## src/sie_pkg.sv

```systemverilog
// Overview of operation
// - diagnosis bits 1:0 show CAN transceiver state, offline while transceiver supply is off
// - transceiver supply flag sets again on reactivation
// - address 01 selects interrupt enable register
// - select bit picks status or enable feedback
// - read-only bit blocks loading of enable bits
// - watchdog overflow in standby with enable set: interrupt, else reset
// - overflow clears watchdog enable; host rewrites it
// - temperature warning change raises interrupt if enabled
// - ground shift change raises interrupt if enabled
// - wrong clock count: interrupt, reset in start-up/restart
// - disabled: wrong clock count ignored, no interrupt
// - battery sense falling edge raises interrupt if enabled
// - regulator flag clearing raises interrupt if enabled
// - CAN fault code change raises interrupt if enabled
// - LIN fault code change raises interrupt if enabled
// - wake falling edge interrupts in normal/flash/standby
// - wake disabled: reset in standby, else nothing
// - watchdog restart while off raises interrupt
// - CAN event: wake interrupt or standby reset
// - LIN event: wake interrupt or standby reset
// - wake input acts only with global enable
package sie_pkg;

  // ---------------------------------------------------------------
  // frame layout
  // ---------------------------------------------------------------
  localparam int FRAME_BITS = 16;
  localparam int HEAD_BITS = 4;
  localparam int ENABLE_BITS = 12;
  localparam logic [1:0] ADDR_DIAG = 2'h0;
  localparam logic [1:0] ADDR_IRQ_ENABLE = 2'h1;
  localparam int HEAD_ADDR_HI = 3;
  localparam int HEAD_ADDR_LO = 2;
  localparam int HEAD_RRS = 1;
  localparam int HEAD_NO_WRITE = 0;

  // ---------------------------------------------------------------
  // enable / pending bit positions
  // ---------------------------------------------------------------
  localparam int BIT_WDT = 11;
  localparam int BIT_OVERTEMP = 10;
  localparam int BIT_GROUND_SHIFT = 9;
  localparam int BIT_CLOCK_COUNT = 8;
  localparam int BIT_BATTERY = 7;
  localparam int BIT_VOLTAGE = 6;
  localparam int BIT_CAN_FAULT = 5;
  localparam int BIT_LIN_FAULT = 4;
  localparam int BIT_LOCAL_WAKE = 3;
  localparam int BIT_WDT_RESTART = 2;
  localparam int BIT_CAN_WAKE = 1;
  localparam int BIT_LIN_WAKE = 0;

  // ---------------------------------------------------------------
  // diagnosis word positions
  // ---------------------------------------------------------------
  localparam int DIAG_GROUND_SHIFT = 11;
  localparam int DIAG_CAN_FAULT_LO = 7;
  localparam int DIAG_LIN_FAULT_LO = 5;
  localparam int DIAG_AUX_OK = 4;
  localparam int DIAG_TRX_OK = 3;
  localparam int DIAG_MAIN_OK = 2;
  localparam logic [1:0] CAN_STATE_OFFLINE = 2'h0;

  // ---------------------------------------------------------------
  // reset values
  // ---------------------------------------------------------------
  localparam logic [11:0] IRQ_ENABLE_RESET = 12'h000;
  localparam logic [11:0] PENDING_RESET = 12'h000;
  localparam logic SUPPLY_FLAG_RESET = 1'b1;
  localparam logic PIN_IDLE_RESET = 1'b1;

  // ---------------------------------------------------------------
  // operating modes, one-hot
  // ---------------------------------------------------------------
  typedef enum logic [4:0] {
    MODE_STARTUP = 5'h01,
    MODE_RESTART = 5'h02,
    MODE_STANDBY = 5'h04,
    MODE_NORMAL = 5'h08,
    MODE_FLASH = 5'h10
  } sie_mode_e;

endpackage

```

## src/sie_sync_edge.sv

```systemverilog
`timescale 1ns/10ps
module sie_sync_edge (
  // clock and reset
  input wire logic clk,
  input wire logic sys_rst,
  // asynchronous pin
  input wire logic pin,
  // synchronised level and edges
  output logic level,
  output logic rise,
  output logic fall
);

  logic stage1;
  logic stage2;
  logic last;

  // ---------------------------------------------------------------
  // two-stage synchroniser and edge finder
  // ---------------------------------------------------------------
  always_ff @(posedge clk or posedge sys_rst) begin
    if (sys_rst) begin
      // pins rest high, so starting high keeps a false edge out of reset
      stage1 <= sie_pkg::PIN_IDLE_RESET;
      stage2 <= sie_pkg::PIN_IDLE_RESET;
      last <= sie_pkg::PIN_IDLE_RESET;
    end else begin
      stage1 <= pin;
      stage2 <= stage1;
      last <= stage2;
    end
  end

  assign level = stage2;
  assign rise = stage2 & ~last;
  assign fall = ~stage2 & last;

endmodule

```

## src/sie_spi_frame.sv

```systemverilog
`timescale 1ns/10ps
module sie_spi_frame (
  // clock and reset
  input wire logic clk,
  input wire logic sys_rst,
  // serial pins
  input wire logic spi_sclk,
  input wire logic spi_sdi,
  input wire logic spi_cs_n,
  output logic spi_sdo,
  output logic spi_sdo_oe,
  // answer word, valid once the header is in
  input wire logic [11:0] tx_word,
  output logic [3:0] head,
  output logic resp_load,
  // end of frame
  output logic frame_done,
  output logic [15:0] frame_word,
  output logic count_ok
);

  logic sclk_rise;
  logic sclk_fall;
  logic cs_n_level;
  logic cs_fall;
  logic cs_rise;
  logic sdi_level;
  logic [15:0] rx_shift;
  logic [11:0] tx_shift;
  logic [4:0] bit_cnt;

  sie_sync_edge u_sclk (.clk(clk), .sys_rst(sys_rst), .pin(spi_sclk),
    .level(), .rise(sclk_rise), .fall(sclk_fall));
  sie_sync_edge u_cs (.clk(clk), .sys_rst(sys_rst), .pin(spi_cs_n),
    .level(cs_n_level), .rise(cs_rise), .fall(cs_fall));
  sie_sync_edge u_sdi (.clk(clk), .sys_rst(sys_rst), .pin(spi_sdi),
    .level(sdi_level), .rise(), .fall());

  wire active = ~cs_n_level;
  wire at_head = bit_cnt == 5'(sie_pkg::HEAD_BITS);
  wire cnt_full = &bit_cnt;

  assign head = rx_shift[3:0];

  // ---------------------------------------------------------------
  // receive side: sample on rising serial clock
  // ---------------------------------------------------------------
  always_ff @(posedge clk or posedge sys_rst) begin
    if (sys_rst) begin
      rx_shift <= 16'h0000;
      bit_cnt <= 5'h00;
    end else if (cs_fall) begin
      rx_shift <= 16'h0000;
      bit_cnt <= 5'h00;
    end else if (active && sclk_rise) begin
      rx_shift <= {rx_shift[14:0], sdi_level};
      bit_cnt <= cnt_full ? bit_cnt : bit_cnt + 5'h01;
    end
  end

  // ---------------------------------------------------------------
  // transmit side: change on falling serial clock
  // ---------------------------------------------------------------
  always_ff @(posedge clk or posedge sys_rst) begin
    if (sys_rst) begin
      tx_shift <= 12'h000;
      spi_sdo <= 1'b0;
      spi_sdo_oe <= 1'b0;
      resp_load <= 1'b0;
    end else begin
      resp_load <= 1'b0;
      if (cs_fall) begin
        spi_sdo <= 1'b0;
        spi_sdo_oe <= 1'b1;
      end else if (cs_rise) begin
        spi_sdo_oe <= 1'b0;
      end else if (active && sclk_fall && at_head) begin
        spi_sdo <= tx_word[11];
        tx_shift <= {tx_word[10:0], 1'b0};
        resp_load <= 1'b1;
      end else if (active && sclk_fall && bit_cnt > 5'(sie_pkg::HEAD_BITS)) begin
        spi_sdo <= tx_shift[11];
        tx_shift <= {tx_shift[10:0], 1'b0};
      end
    end
  end

  // ---------------------------------------------------------------
  // frame end on chip-select release
  // ---------------------------------------------------------------
  always_ff @(posedge clk or posedge sys_rst) begin
    if (sys_rst) begin
      frame_done <= 1'b0;
      frame_word <= 16'h0000;
      count_ok <= 1'b0;
    end else begin
      frame_done <= cs_rise;
      if (cs_rise) begin
        frame_word <= rx_shift;
        count_ok <= bit_cnt == 5'(sie_pkg::FRAME_BITS);
      end
    end
  end

endmodule

```

## src/sie_irq_enable.sv

```systemverilog
`timescale 1ns/10ps
module sie_irq_enable (
  // clock and reset
  input wire logic clk,
  input wire logic sys_rst,
  // serial port to the host
  input wire logic spi_sclk,
  input wire logic spi_sdi,
  input wire logic spi_cs_n,
  output logic spi_sdo,
  output logic spi_sdo_oe,
  // operating mode
  input wire logic [4:0] mode,
  // watchdog
  input wire logic watchdog_overflow,
  input wire logic watchdog_restart,
  input wire logic watchdog_off,
  // monitors, same clock
  input wire logic temp_warning,
  input wire logic ground_shift,
  input wire logic [3:0] can_fault_code,
  input wire logic [1:0] lin_fault_code,
  input wire logic main_supply_low,
  input wire logic transceiver_supply,
  input wire logic aux_supply_ok,
  input wire logic [1:0] can_transceiver_state,
  // bus wake events, same clock
  input wire logic can_bus_event,
  input wire logic lin_bus_event,
  input wire logic can_active,
  input wire logic lin_active,
  // pins from outside
  input wire logic battery_sense,
  input wire logic wake_pin,
  input wire logic wake_port_en,
  // to the host and reset logic
  output logic interrupt_out_n,
  output logic reset_request
);

  logic [11:0] irq_enable;
  logic [11:0] pending;
  logic [11:0] read_snapshot;
  logic snapshot_is_status;
  logic main_supply_ok_flag;
  logic transceiver_supply_ok_flag;
  logic aux_supply_ok_flag;
  logic temp_last;
  logic gs_last;
  logic trx_last;
  logic [3:0] can_fault_last;
  logic [1:0] lin_fault_last;
  logic [11:0] tx_word;
  logic [3:0] head;
  logic resp_load;
  logic frame_done;
  logic [15:0] frame_word;
  logic count_ok;
  logic bat_fall;
  logic wake_fall;

  // ---------------------------------------------------------------
  // serial frame engine and pin synchronisers
  // ---------------------------------------------------------------
  sie_spi_frame u_spi (
    .clk(clk),
    .sys_rst(sys_rst),
    .spi_sclk(spi_sclk),
    .spi_sdi(spi_sdi),
    .spi_cs_n(spi_cs_n),
    .spi_sdo(spi_sdo),
    .spi_sdo_oe(spi_sdo_oe),
    .tx_word(tx_word),
    .head(head),
    .resp_load(resp_load),
    .frame_done(frame_done),
    .frame_word(frame_word),
    .count_ok(count_ok)
  );

  sie_sync_edge u_bat (
    .clk(clk),
    .sys_rst(sys_rst),
    .pin(battery_sense),
    .level(),
    .rise(),
    .fall(bat_fall)
  );

  sie_sync_edge u_wake (
    .clk(clk),
    .sys_rst(sys_rst),
    .pin(wake_pin),
    .level(),
    .rise(),
    .fall(wake_fall)
  );

  // ---------------------------------------------------------------
  // mode decode
  // ---------------------------------------------------------------
  wire in_standby = mode == sie_pkg::MODE_STANDBY;
  wire in_run = (mode == sie_pkg::MODE_NORMAL) || (mode == sie_pkg::MODE_FLASH);
  wire in_boot = (mode == sie_pkg::MODE_STARTUP) || (mode == sie_pkg::MODE_RESTART);

  // ---------------------------------------------------------------
  // header and frame decode
  // ---------------------------------------------------------------
  wire [1:0] head_addr = head[sie_pkg::HEAD_ADDR_HI:sie_pkg::HEAD_ADDR_LO];
  wire head_rrs = head[sie_pkg::HEAD_RRS];
  wire head_irq_sel = head_addr == sie_pkg::ADDR_IRQ_ENABLE;
  wire head_diag_sel = head_addr == sie_pkg::ADDR_DIAG;

  wire [1:0] fr_addr = frame_word[15:14];
  wire fr_rrs = frame_word[13];
  wire fr_no_write = frame_word[12];
  wire frame_ok = frame_done & count_ok;
  wire frame_bad = frame_done & ~count_ok;
  wire enable_write = frame_ok && fr_addr == sie_pkg::ADDR_IRQ_ENABLE && !fr_no_write;
  wire status_read = frame_ok && fr_addr == sie_pkg::ADDR_IRQ_ENABLE && fr_rrs;
  wire diag_read = frame_ok && fr_addr == sie_pkg::ADDR_DIAG && fr_rrs;

  // ---------------------------------------------------------------
  // system diagnosis word
  // ---------------------------------------------------------------
  wire [1:0] can_state_shown = transceiver_supply ? can_transceiver_state
                                                  : sie_pkg::CAN_STATE_OFFLINE;
  wire [15:0] diag_word = {
    4'h0,
    ground_shift,
    can_fault_code,
    lin_fault_code,
    aux_supply_ok_flag,
    transceiver_supply_ok_flag,
    main_supply_ok_flag,
    can_state_shown
  };

  // ---------------------------------------------------------------
  // answer selection
  // ---------------------------------------------------------------
  wire [11:0] feedback_word = irq_enable;
  wire [11:0] irq_answer = head_rrs ? pending : feedback_word;
  wire [11:0] diag_answer = head_rrs ? diag_word[11:0] : 12'h000;
  assign tx_word = head_irq_sel ? irq_answer : (head_diag_sel ? diag_answer : 12'h000);

  // ---------------------------------------------------------------
  // wake decode: irq check for the bus sources only, reset check shared by the bus and local wake sources
  // ---------------------------------------------------------------
  function automatic logic bus_wake_irq(input logic ev, input logic busy,
                                        input logic stby, input logic run);
    return ev & (stby | (run & ~busy));
  endfunction

  function automatic logic wake_rst(input logic ev, input logic en, input logic stby);
    return ev & ~en & stby;
  endfunction

  // ---------------------------------------------------------------
  // event detection
  // ---------------------------------------------------------------
  wire trx_fell = trx_last & ~transceiver_supply;
  wire trx_rose = ~trx_last & transceiver_supply;
  wire main_clear = main_supply_low & main_supply_ok_flag;
  wire trx_clear = trx_fell & transceiver_supply_ok_flag;
  wire aux_clear = ~aux_supply_ok & aux_supply_ok_flag;
  wire wake_event = wake_fall & wake_port_en;
  wire wdt_irq_sel = irq_enable[sie_pkg::BIT_WDT] & in_standby;

  wire ev_wdt = watchdog_overflow & wdt_irq_sel;
  wire ev_temp = temp_warning ^ temp_last;
  wire ev_gs = ground_shift ^ gs_last;
  wire ev_count = frame_bad & ~in_boot;
  wire ev_bat = bat_fall;
  wire ev_volt = main_clear | trx_clear | aux_clear;
  wire ev_can_fault = can_fault_code != can_fault_last;
  wire ev_lin_fault = lin_fault_code != lin_fault_last;
  wire ev_wake = wake_event & (in_run | in_standby);
  wire ev_wdt_restart = watchdog_restart & watchdog_off;
  wire ev_can_wake = bus_wake_irq(can_bus_event, can_active, in_standby, in_run);
  wire ev_lin_wake = bus_wake_irq(lin_bus_event, lin_active, in_standby, in_run);

  wire [11:0] raw_events = {
    ev_wdt,
    ev_temp,
    ev_gs,
    ev_count,
    ev_bat,
    ev_volt,
    ev_can_fault,
    ev_lin_fault,
    ev_wake,
    ev_wdt_restart,
    ev_can_wake,
    ev_lin_wake
  };
  wire [11:0] new_events = raw_events & irq_enable;

  // ---------------------------------------------------------------
  // reset causes
  // ---------------------------------------------------------------
  wire rst_wdt = watchdog_overflow & ~wdt_irq_sel;
  wire rst_count = frame_bad & irq_enable[sie_pkg::BIT_CLOCK_COUNT] & in_boot;
  wire rst_wake = wake_rst(wake_event, irq_enable[sie_pkg::BIT_LOCAL_WAKE], in_standby);
  wire rst_can = wake_rst(can_bus_event, irq_enable[sie_pkg::BIT_CAN_WAKE], in_standby);
  wire rst_lin = wake_rst(lin_bus_event, irq_enable[sie_pkg::BIT_LIN_WAKE], in_standby);
  wire next_reset_request = rst_wdt | rst_count | rst_wake | rst_can | rst_lin;

  // ---------------------------------------------------------------
  // enable register
  // ---------------------------------------------------------------
  logic [11:0] next_irq_enable;
  always_comb begin
    next_irq_enable = irq_enable;
    if (watchdog_overflow) begin
      next_irq_enable[sie_pkg::BIT_WDT] = 1'b0;
    end
    if (enable_write) begin
      next_irq_enable = frame_word[11:0];
    end
  end

  always_ff @(posedge clk or posedge sys_rst) begin
    if (sys_rst) begin
      irq_enable <= sie_pkg::IRQ_ENABLE_RESET;
    end else begin
      irq_enable <= next_irq_enable;
    end
  end

  // ---------------------------------------------------------------
  // pending status, cleared by a read; new events win over the clear
  // ---------------------------------------------------------------
  wire [11:0] read_clear = status_read && snapshot_is_status ? read_snapshot : 12'h000;
  wire [11:0] next_pending = (pending & ~read_clear) | new_events;

  always_ff @(posedge clk or posedge sys_rst) begin
    if (sys_rst) begin
      pending <= sie_pkg::PENDING_RESET;
      read_snapshot <= sie_pkg::PENDING_RESET;
      snapshot_is_status <= 1'b0;
    end else begin
      pending <= next_pending;
      if (resp_load) begin
        read_snapshot <= pending;
        snapshot_is_status <= head_irq_sel & head_rrs;
      end
    end
  end

  // ---------------------------------------------------------------
  // regulator diagnosis flags
  // ---------------------------------------------------------------
  always_ff @(posedge clk or posedge sys_rst) begin
    if (sys_rst) begin
      main_supply_ok_flag <= sie_pkg::SUPPLY_FLAG_RESET;
      transceiver_supply_ok_flag <= sie_pkg::SUPPLY_FLAG_RESET;
      aux_supply_ok_flag <= sie_pkg::SUPPLY_FLAG_RESET;
    end else begin
      if (main_supply_low) begin
        main_supply_ok_flag <= 1'b0;
      end else if (diag_read) begin
        main_supply_ok_flag <= 1'b1;
      end
      if (trx_fell) begin
        transceiver_supply_ok_flag <= 1'b0;
      end else if (trx_rose) begin
        transceiver_supply_ok_flag <= 1'b1;
      end
      aux_supply_ok_flag <= aux_supply_ok;
    end
  end

  // ---------------------------------------------------------------
  // history for change detection
  // ---------------------------------------------------------------
  always_ff @(posedge clk or posedge sys_rst) begin
    if (sys_rst) begin
      temp_last <= 1'b0;
      gs_last <= 1'b0;
      trx_last <= 1'b0;
      can_fault_last <= 4'h0;
      lin_fault_last <= 2'h0;
    end else begin
      temp_last <= temp_warning;
      gs_last <= ground_shift;
      trx_last <= transceiver_supply;
      can_fault_last <= can_fault_code;
      lin_fault_last <= lin_fault_code;
    end
  end

  // ---------------------------------------------------------------
  // outputs
  // ---------------------------------------------------------------
  always_ff @(posedge clk or posedge sys_rst) begin
    if (sys_rst) begin
      interrupt_out_n <= 1'b1;
      reset_request <= 1'b0;
    end else begin
      interrupt_out_n <= ~|next_pending;
      reset_request <= next_reset_request;
    end
  end

endmodule

```

## config.mk

```make
export PLATFORM = sky130hd
export DESIGN_NAME = sie_irq_enable
export DESIGN_NICKNAME = d
export VERILOG_FILES = /design/src/sie_pkg.sv /design/src/sie_sync_edge.sv /design/src/sie_spi_frame.sv /design/src/sie_irq_enable.sv
export SDC_FILE = /design/constraint.sdc
export NUM_CORES = 1
export LEC_CHECK = 0
export ABC_AREA = 1
export BUFFER_PORTS_ARGS = -buffer_cell sky130_fd_sc_hd__buf_2
export CAP_MARGIN = 20
export CORE_ASPECT_RATIO = 1.2
export CORE_UTILIZATION = 50
export CTS_BUF_LIST = sky130_fd_sc_hd__clkbuf_2
export DETAILED_ROUTE_END_ITERATION = 8
export PLACE_DENSITY = 0.7
export SLEW_MARGIN = 20
export SYNTH_ARGS = -nofsm -noshare
export SYNTH_HDL_FRONTEND = slang
export SYNTH_HIERARCHICAL = 1
export SYNTH_SLANG_ARGS = --single-unit
```

## constraint.sdc

```tcl
create_clock -name clk -period 2.1 [get_ports clk]
set_input_delay 0.21 -clock clk [delete_from_list [all_inputs] [get_ports clk]]
set_output_delay 0.21 -clock clk [all_outputs]
set_load 0.005 [all_outputs]
```

==> metrics.yaml, run 1 <==
antennaDiodeCount: 0
highest_layer: "met4"
place_congestion: 0.850
initial_utilization: 0.520
grt_max_degree: 52
fin_cells: 829
ios: 37
leakage_nw: 3.00
grt_pass1_wl_mm: 19.5
slew-limit-headroom: 0.527
dp.cells: 763
place_worst_setup_slack_ns: 0.285
area_growth_syn_to_layout_pct: 16.4
h-tree-depth: 4
vdd_drop_max_mv: 0.422
wl_met3_um: 358
synth_warnings: 6
met2_length_mm: 5.65
setup_ws_ns: 0.230
netlist_area_sq_um: 5280
wl_per_cell_um: 14.1
max_freq_mhz: 535
startpoint_type: "input port"
postRouteAntennaNets: 0
slew_viol_final: 0
cts-root-buf: "clkbuf_2"
hpwlAfterDp_mm: 8.12
cp.required_ns: 2.60
die_h_um: 115
fin_tns_setup_ns: 0
grt-ovfl-total: 0
synth_nets: 649
cts.sinks: 118
drv_cap: 0
wirelength_mm: 11.7
port_buffers: 36
clk_latency_ns: 0.65
firstDrtPassIters: 5
cts_tree: "built"
first_iter_violations: 236
crit_path_max_fanout: 2
hold_path_class: "input port to flip-flop"
die_x_um: 95.8
synthCells: 612
fillers: 900
postLayoutCoreUtil: 0.605
syn_area_per_cell_sq_um: 8.63
arrival_ns: 2.37
grt_pass1_vias: 4223
worst-slew-pin-transition_ns: 0.708
drc: 0
drive_above_1_share: 0.189
die_area_sq_um: 11000
worst_clock_skew_ns: 0.0219
max-clock-path-buffers: 2
end_kind: "flip-flop"
cts-buffers-inserted: 17
powerDensity_nw_per_um2: 696
num-nets-final: 727
wl_met1_mm: 5.27
p_total_mw: 4.28
clkTransAtPathRegs_ns: 0.17
num_rows: 40
via_per_inst: 5.04
finalSetupViolCount: 0
core_area_sq_um: 10200
vias: 4176
period_minus_slack_ns: 1.87
antenna_found_initial: 0
grt_util_all_layers: 0.238
grt_setup_unrepaired: "no"
status: "finished clean"
period_share: 0.890
path_class: "input port to flip-flop"
hold_violations: 0
==> timing repair <==
action | 4_1_cts | 5_1_grt
hold buffers | 35 | 0
gates resized for setup | 0 | 7
hold endpoints to repair | 147 | 0
setup endpoints to repair | 0 | 5
setup buffers | 0 | 0
==> final timing paths <==
path	start	endpoint	slack, ns	depth (start not counted)
setup / recovery	mode[1]	reset_request	0.23	7
hold / removal	mode[3]	pending[11]	0.08	6
setup reg to reg	u_spi/rx_shift[1]	u_spi/tx_shift[8]	0.29	7
hold reg to reg	u_bat/stage1	u_bat/level	0.37	0
max in group asynchronous	sys_rst	temp_last	1.30	4
min in group asynchronous	sys_rst	u_spi/frame_word[4]	0.12	3
==> power by group <==
part	total [mW]	switching (mW)	internal (mW)
clock network	1.38	0.857	0.522
registers	2.48	0.0700	2.41
logic	0.421	0.251	0.170
total	4.28	1.18	3.10
==> worst max-delay path: stages <==
cell,delay [ns]
dlygate4sd3_1,0.54
buf_2,0.14
nand2_1,0.08
dlygate4sd3_1,0.59
nand3_1,0.09
dlymetal6s4s_1,0.28
o311ai_0,0.44
==> stage by stage <==
stage	hold WS, ns	area (sq um)
2_1_floorplan	0.122	5280
3_3_place_gp	0.279	5550
3_5_place_dp	0.278	5550
4_1_cts	0.0383	6130
5_1_grt	0.0388	6140
6_report	0.0772	6140
==> final cells by class <==
| class | count | area (sq um) | share of cell area |
|---|---|---|---|
| sequential | 118 | 2980 | 0.484 |
| multi-input combinational | 368 | 1800 | 0.293 |
| timing repair buffer | 79 | 591 | 0.0961 |
| inverter | 106 | 398 | 0.0648 |
| tap | 126 | 158 | 0.0257 |
| clock inverter | 15 | 139 | 0.0226 |
| clock buffer | 17 | 85.1 | 0.0138 |
==> metal layers <==
metal	vias up	global-route usage
li1	2062	-
met1	1989	0.299
met2	94	0.386
met3	31	0.0551
met4	0	0.113
met5	-	0
==> flip-flops by register name (all words and copies together) (netlist names), 2 cells and up <==
register,count
pending,12
lin_fault_last,2
u_spi/bit_cnt,5
u_spi/rx_shift,16
u_spi/tx_shift,11
u_spi/frame_word,16
read_snapshot,12
feedback_word,12
can_fault_last,4
==> placed cells by master (no fill, tap or decap), drive strengths merged <==
master	n
mux2	4
inv	105
clkinv	8
bufinv	2
a21o	1
clkbuf	17
dfrtp	100
nand3b	1
nand3	37
nand4	2
dfstp	18
nor2	53
o311ai	1
dlymetal6s4s	1
clkinvlp	6
a22oi	10
or2	1
ha	4
xor2	3
nor3	2
dlygate4sd3	33
o21ai	68
buf	45
nand2	160
o211ai	2
a21oi	19
Note: power is estimated with default switching activity, not from simulation.
==> inputs of run 2 (changes only) <==
--- a/config.mk
+++ b/config.mk
@@ -5,10 +5,9 @@
 export SDC_FILE = /design/constraint.sdc
 export NUM_CORES = 1
 export LEC_CHECK = 0
-export ABC_AREA = 1
 export BUFFER_PORTS_ARGS = -buffer_cell sky130_fd_sc_hd__buf_2
 export CAP_MARGIN = 20
-export CORE_ASPECT_RATIO = 1.2
+export CORE_ASPECT_RATIO = 0.6
 export CORE_UTILIZATION = 50
 export CTS_BUF_LIST = sky130_fd_sc_hd__clkbuf_2
 export DETAILED_ROUTE_END_ITERATION = 8
==> constraint.sdc (replaced) <==
create_clock -name clk -period 2.3 [get_ports clk]
set_input_delay 0.23 -clock clk [delete_from_list [all_inputs] [get_ports clk]]
set_output_delay 0.23 -clock clk [all_outputs]
set_load 0.005 [all_outputs]
==> run 2 against run 1 <==
Net effect: sequential share of layout area is 0.21 points higher; synthesized cell count is 25% lower; non-clock buffer count is 1 higher; clock-buffer cell count is 4 higher; largest power group unchanged.
==> metrics.yaml, run 2 <==
final_common_cell: "dfrtp_1"  # was nand2_1
leakage_nw: 2.82  # was 3.00 nW
port_buffers: 36  # unchanged
ios: 37  # unchanged
grt_max_degree: 39  # was 52
status: "finished clean"  # unchanged
die_x_um: 134  # was 95.8 um
cts-buffers-inserted: 17  # unchanged
core_area_sq_um: 10000  # was 10200 sq um
p_sw_frac: 0.243  # was 0.275
combPwrFrac: 0.071  # was 0.099
setup_ws_ns: 0.124  # was 0.230 ns
crit_path_max_fanout: 4  # was 2
cts_tree: "built"  # unchanged
reg2regPathDepth: 5  # was 7
max-clock-path-buffers: 2  # unchanged
initial_utilization: 0.523  # was 0.520
crit_end: "reset_request"  # unchanged
final_cell_mix: "dfrtp_1 (100), nand2_1 (45), buf_2 (36), dlygate4sd3_1 (30), a21oi_1 (29)"  # was nand2_1 (153), dfrtp_1 (100), inv_1 (97), o21ai_0 (52), nor2_1 (43)
powerDensity_nw_per_um2: 641  # was 696 nW/um^2
path_class: "input port to flip-flop"  # unchanged
first_iter_violations: 330  # was 236
startpoint_type: "input port"  # unchanged
top_regs: "u_spi/frame_word x16, u_spi/rx_shift x16"  # unchanged
syn_area_per_cell_sq_um: 11.5  # was 8.63 sq um
drive_above_1_share: 0.250  # was 0.189
antennaDiodeCount: 0  # unchanged
cts.sinks: 118  # unchanged
worst_clock_skew_ns: 0.0297  # was 0.0219 ns
fin_tns_setup_ns: 0  # unchanged
synth_nets: 494  # was 649
p_sw_mw: 0.952  # was 1.18 mW
max_freq_mhz: 460
grt_setup_unrepaired: "no"  # unchanged
drv_cap: 0  # unchanged
place_worst_setup_slack_ns: 0.297  # was 0.285 ns
reg2reg_from: "u_spi/frame_word[15]"  # was u_spi/rx_shift[1]
r2r_end: "pending[1]"  # was u_spi/tx_shift[8]
grt_pass1_vias: 3926  # was 4223
cp.required_ns: 2.85  # was 2.60 ns
place_congestion: 0.860  # was 0.850
via_per_inst: 5.77  # was 5.04
hp-start: "wake_port_en"  # was mode[3]
vdd_drop_max_mv: 0.382  # was 0.422 mV
h-tree-depth: 4  # unchanged
grt_pass1_wl_mm: 20.7  # was 19.5 mm
vias: 3889  # was 4176
period_share: 0.946
post-cts-setup-buffers: 0  # unchanged
fillers: 832  # was 900
grt-ovfl-total: 0  # unchanged
hold_violations: 0  # unchanged
num_rows: 28  # was 40
finalSetupViolCount: 0  # unchanged
area_growth_syn_to_layout_pct: 16.7  # was 16.4%
slew_viol_final: 0  # unchanged
hpwlAfterDp_mm: 8.58  # was 8.12 mm
synth_warnings: 6  # unchanged
postRouteAntennaNets: 0  # unchanged
synthCells: 457  # was 612
clk_latency_ns: 0.67  # was 0.65 ns
antenna_found_initial: 0  # unchanged
share_seq_of_total_power: 0.550  # was 0.579
hold_path_class: "input port to flip-flop"  # unchanged
num-nets-final: 563  # was 727
drc: 0  # unchanged
cts-root-buf: "clkbuf_2"  # unchanged
wl_per_cell_um: 18.2  # was 14.1 um
crit_start: "mode[4]"  # was mode[1]
slew-limit-headroom: 0.388  # was 0.527
netlist_area_sq_um: 5240  # was 5280 sq um
clock_power_share: 0.379  # was 0.322
ff2ff_setup_slack_ns: 0.20  # was 0.29 ns
die_h_um: 81.3  # was 115 um
worst-slew-pin-transition_ns: 0.915  # was 0.708 ns
period_minus_slack_ns: 2.18
firstDrtPassIters: 7  # was 5
wirelength_mm: 12.3  # was 11.7 mm
clkTransAtPathRegs_ns: 0.17  # about the same
p_int_mw: 2.97  # was 3.10 mW
die_area_sq_um: 10900  # was 11000 sq um
arrival_ns: 2.72  # was 2.37 ns
end_kind: "flip-flop"  # unchanged
grt_util_all_layers: 0.255  # was 0.238
==> run 2: cell count changes in the layout (fill, tap and decap cells not counted), moves of 8 or more <==
cell	change
mux2_2	+16
nor2_1	-25
nand3_1	-22
nand4_1	+8
a31oi_1	+9
o21ai_0	-33
inv_1	-80
a21oi_1	+10
nand2_1	-108
mux2_1	+27
==> run 2: power groups by stage <==
stage	clock (mW)	combinational, mW	sequential, mW
floorplan	0	0.145	2.19
CTS	1.51	0.280	2.16
detailed placement	0	0.244	2.19
finish	1.49	0.279	2.16
global route	1.60	0.311	2.17
global placement	0	0.235	2.19
==> run 2: worst min path at each step <==
| stage | end | slack (ns) | cells past startpoint |
|---|---|---|---|
| 2_1_floorplan | u_spi/u_sdi/level | 0.14 | 1 |
| 3_3_place_gp | pending[0] | 0.31 | 2 |
| 3_5_place_dp | pending[0] | 0.32 | 2 |
| 4_1_cts | pending[3] | 0.03 | 3 |
| 5_1_grt | pending[3] | 0.03 | 3 |
| 6_report | pending[3] | 0.07 | 3 |
==> run 2: per-stage QoR <==
step / area (sq um) / utilization / std cells / power [mW] / hold WS, ns
final: 6120 / 0.611 / 674 / 3.92 / 0.0694
after global routing: 6120 / 0.611 / 674 / 4.08 / 0.0293
after CTS: 6120 / 0.611 / 674 / 3.95 / 0.0275
after detailed placement: 5550 / 0.554 / 612 / 2.44 / 0.321
after global placement: 5550 / 0.554 / 612 / 2.43 / 0.308
after floorplan: 5240 / - / 457 / 2.33 / 0.142
==> run 2: timing repair <==
action                    CTS  global route
gates resized for setup     0             0
hold buffers               30             0
hold endpoints to repair  113             0
==> run 2: worst max-delay path, stage by stage <==
cell and delay, ns:
dlygate4sd3_1 0.53, buf_2 0.14, or4_4 0.54, nor2_1 0.25, nand2_1 0.11, a221o_1 0.36
dlygate4sd3_1 0.57
==> run 2: cell type report <==
cell class / count / area (sq um) / area share
well taps: 135 / 169 / 0.0276
inverters: 19 / 71.3 / 0.0117
clock inverters: 11 / 158 / 0.0258
repair buffers: 80 / 598 / 0.0978
multi-input cells: 290 / 2040 / 0.334
clock buffers: 21 / 105 / 0.0172
flip-flops and latches: 118 / 2980 / 0.486
==> run 2: metal layers <==
metal  track usage  vias to the layer above  part of all wire
li1              -                     1767                 -
met1         0.370                     1972              0.49
met2         0.373                      131              0.42
met3        0.0680                       19             0.068
met4        0.0820                        0             0.014
met5             0                        -                 0
==> inputs of run 3 (changes only) <==
--- a/config.mk
+++ b/config.mk
@@ -8,10 +8,10 @@
 export BUFFER_PORTS_ARGS = -buffer_cell sky130_fd_sc_hd__buf_2
 export CAP_MARGIN = 20
 export CORE_ASPECT_RATIO = 0.6
-export CORE_UTILIZATION = 50
+export CORE_UTILIZATION = 67
 export CTS_BUF_LIST = sky130_fd_sc_hd__clkbuf_2
 export DETAILED_ROUTE_END_ITERATION = 8
-export PLACE_DENSITY = 0.7
+export PLACE_DENSITY = 0.89
 export SLEW_MARGIN = 20
 export SYNTH_ARGS = -nofsm -noshare
 export SYNTH_HDL_FRONTEND = slang
==> run 3 against run 2 <==
Net effect: design area decreased by 2.3%; clock power shrank 9%; final cell count is 5.8% lower; wire length increased by 3.2%; die area down 25%; core utilization rose by 20 points; total power down 3.3%; combinational power fell by 3%; clock-buffer cell count decreased by 2; sequential cell count is the same; sequential share of layout area is 1.2 points higher; hold slack got worse by 0.016 ns; largest power group unchanged; highest routed layer is now met5.
==> metrics.yaml, run 3 (synthesis results as in run 2) <==
cp.required_ns: 2.97  # was 2.85 ns
crit_start: "u_spi/frame_word[15]"  # was mode[4]
arrival_ns: 2.80  # was 2.72 ns
cts-root-buf: "clkbuf_2"  # unchanged
initial_utilization: 0.707  # was 0.523
reg2reg_from: "u_spi/frame_word[15]"  # unchanged
drc: 0  # unchanged
powerDensity_nw_per_um2: 635  # was 641 nW/um^2
regArea_sq_um: 2980  # unchanged
clkTransAtPathRegs_ns: 0.20  # was 0.17 ns
highest_layer: "met5"  # was met4
firstDrtPassIters: 5  # was 7
drive_above_1_share: 0.247  # was 0.250
grt-ovfl-total: 0  # unchanged
dp.cells: 578  # was 612
num-nets-final: 555  # was 563
postRouteAntennaNets: 0  # unchanged
place_congestion: 0.944  # was 0.860
antennaDiodeCount: 0  # unchanged
fin_tns_setup_ns: 0  # unchanged
period_minus_slack_ns: 2.13  # was 2.18 ns
wl_per_cell_um: 20.0  # was 18.2 um
area_growth_syn_to_layout_pct: 14.0  # was 16.7%
hold_violations: 0  # unchanged
cts-buffers-inserted: 17  # unchanged
hold_path_class: "input port to flip-flop"  # unchanged
met2_length_mm: 5.75  # was 5.23 mm
startpoint_type: "flip-flop"  # was input port
end_kind: "flip-flop"  # unchanged
post-cts-setup-buffers: 0  # unchanged
drv_cap: 0  # unchanged
vias: 4051  # was 3889
fin_cells: 635  # was 674
die_x_um: 116  # was 134 um
cts_tree: "built"  # unchanged
path_class: "flip-flop to flip-flop"  # was input port to flip-flop
die_h_um: 70.5  # was 81.3 um
clk_latency_ns: 0.71  # was 0.67 ns
vdd_drop_max_mv: 0.512  # was 0.382 mV
ios: 37  # unchanged
via_per_inst: 6.38  # was 5.77
num_rows: 24  # was 28
grt_pass1_vias: 3884  # was 3926
leakage_nw: 2.76  # was 2.82 nW
die_area_sq_um: 8200  # was 10900 sq um
fin_area_sq_um: 5980  # was 6120 sq um
wl_met3_mm: 1.28  # was 840 um
antenna_found_initial: 1  # was 0
finalSetupViolCount: 0  # unchanged
worst_clock_skew_ns: 0.0423  # was 0.0297 ns
h-tree-depth: 4  # unchanged
final_cell_mix: "dfrtp_1 (100), nand2_1 (45), buf_2 (36), a21oi_1 (29), mux2_1 (27)"  # was dfrtp_1 (100), nand2_1 (45), buf_2 (36), dlygate4sd3_1 (30), a21oi_1 (29)
crit_path_max_fanout: 10  # was 4
first_iter_violations: 541  # was 330
place_area_sq_um: 5490  # was 5550 sq um
grt_max_degree: 40  # was 39
slew-limit-headroom: 0.448  # was 0.388
wl_met1_mm: 5.30  # was 6.06 mm
slew_viol_final: 0  # unchanged
status: "finished clean"  # unchanged
grt_util_all_layers: 0.349  # was 0.255
fillers: 451  # was 832
fin_hold_ws_ns: 0.0535  # was 0.0694 ns
hpwlAfterDp_mm: 8.30  # was 8.58 mm
worst-slew-pin-transition_ns: 0.826  # was 0.915 ns
top_regs: "u_spi/frame_word x16, u_spi/rx_shift x16"  # unchanged
multi_input_area_sq_um: 2040  # unchanged
max_freq_mhz: 470  # was 460 MHz
period_share: 0.926  # was 0.946
final_common_cell: "dfrtp_1"  # unchanged
wirelength_mm: 12.7  # was 12.3 mm
postLayoutCoreUtil: 0.806  # was 0.611
grt_pass1_wl_mm: 20.7  # about the same
grt_setup_unrepaired: "no"  # unchanged
core_area_sq_um: 7420  # was 10000 sq um
max-clock-path-buffers: 2  # unchanged
hp-start: "mode[2]"  # was wake_port_en
cts.sinks: 118  # unchanged
port_buffers: 36  # unchanged
## run 3: area by class of cell
cell class	count	share of cell area
clock buffers	19	0.0159
clock inverters	13	0.0230
inverters	19	0.0119
multi-input cells	290	0.341
flip-flops and latches	118	0.498
well taps	104	0.0218
repair buffers	72	0.0879
## run 3: path summary, 6_finish.rpt
check	endpoint	slack [ns]	cells after the start
min in group asynchronous	pending[1]	0.10	3
max	interrupt_out_n	0.17	5
max reg2reg	interrupt_out_n	0.17	5
min	pending[8]	0.05	3
max in group asynchronous	aux_supply_ok_flag	1.38	4
min reg2reg	u_spi/u_sdi/level	0.37	0
## run 3: timing repair
action | 4_1_cts | 5_1_grt
hold buffers | 25 | 0
gates resized for setup | 0 | 0
endpoints found under the hold margin | 143 | 0
setup endpoints to repair | 0 | 0
## run 3: stage by stage
step	power (mW)	worst slack (ns)
after floorplan	2.33	0.520
after global placement	2.42	0.298
after detailed placement	2.43	0.276
after CTS	3.78	0.236
after global routing	3.92	0.0382
final	3.79	0.171
## run 3: metal layers
metal	vias up	global-route usage
li1	1755	-
met1	1982	0.479
met2	265	0.513
met3	47	0.130
met4	2	0.127
met5	-	0
## run 3: worst max-delay path, cell delays in order, from the launching register on
cell and delay [ns]:
dfrtp_1 0.45, and4b_1 0.59, a41oi_1 0.19, a41o_1 0.27
nor4_1 0.40, and3_1 0.21
## run 3: power breakdown
part	switching, mW	internal [mW]
registers	0.0278	2.13
logic	0.156	0.116
clock network	0.771	0.591
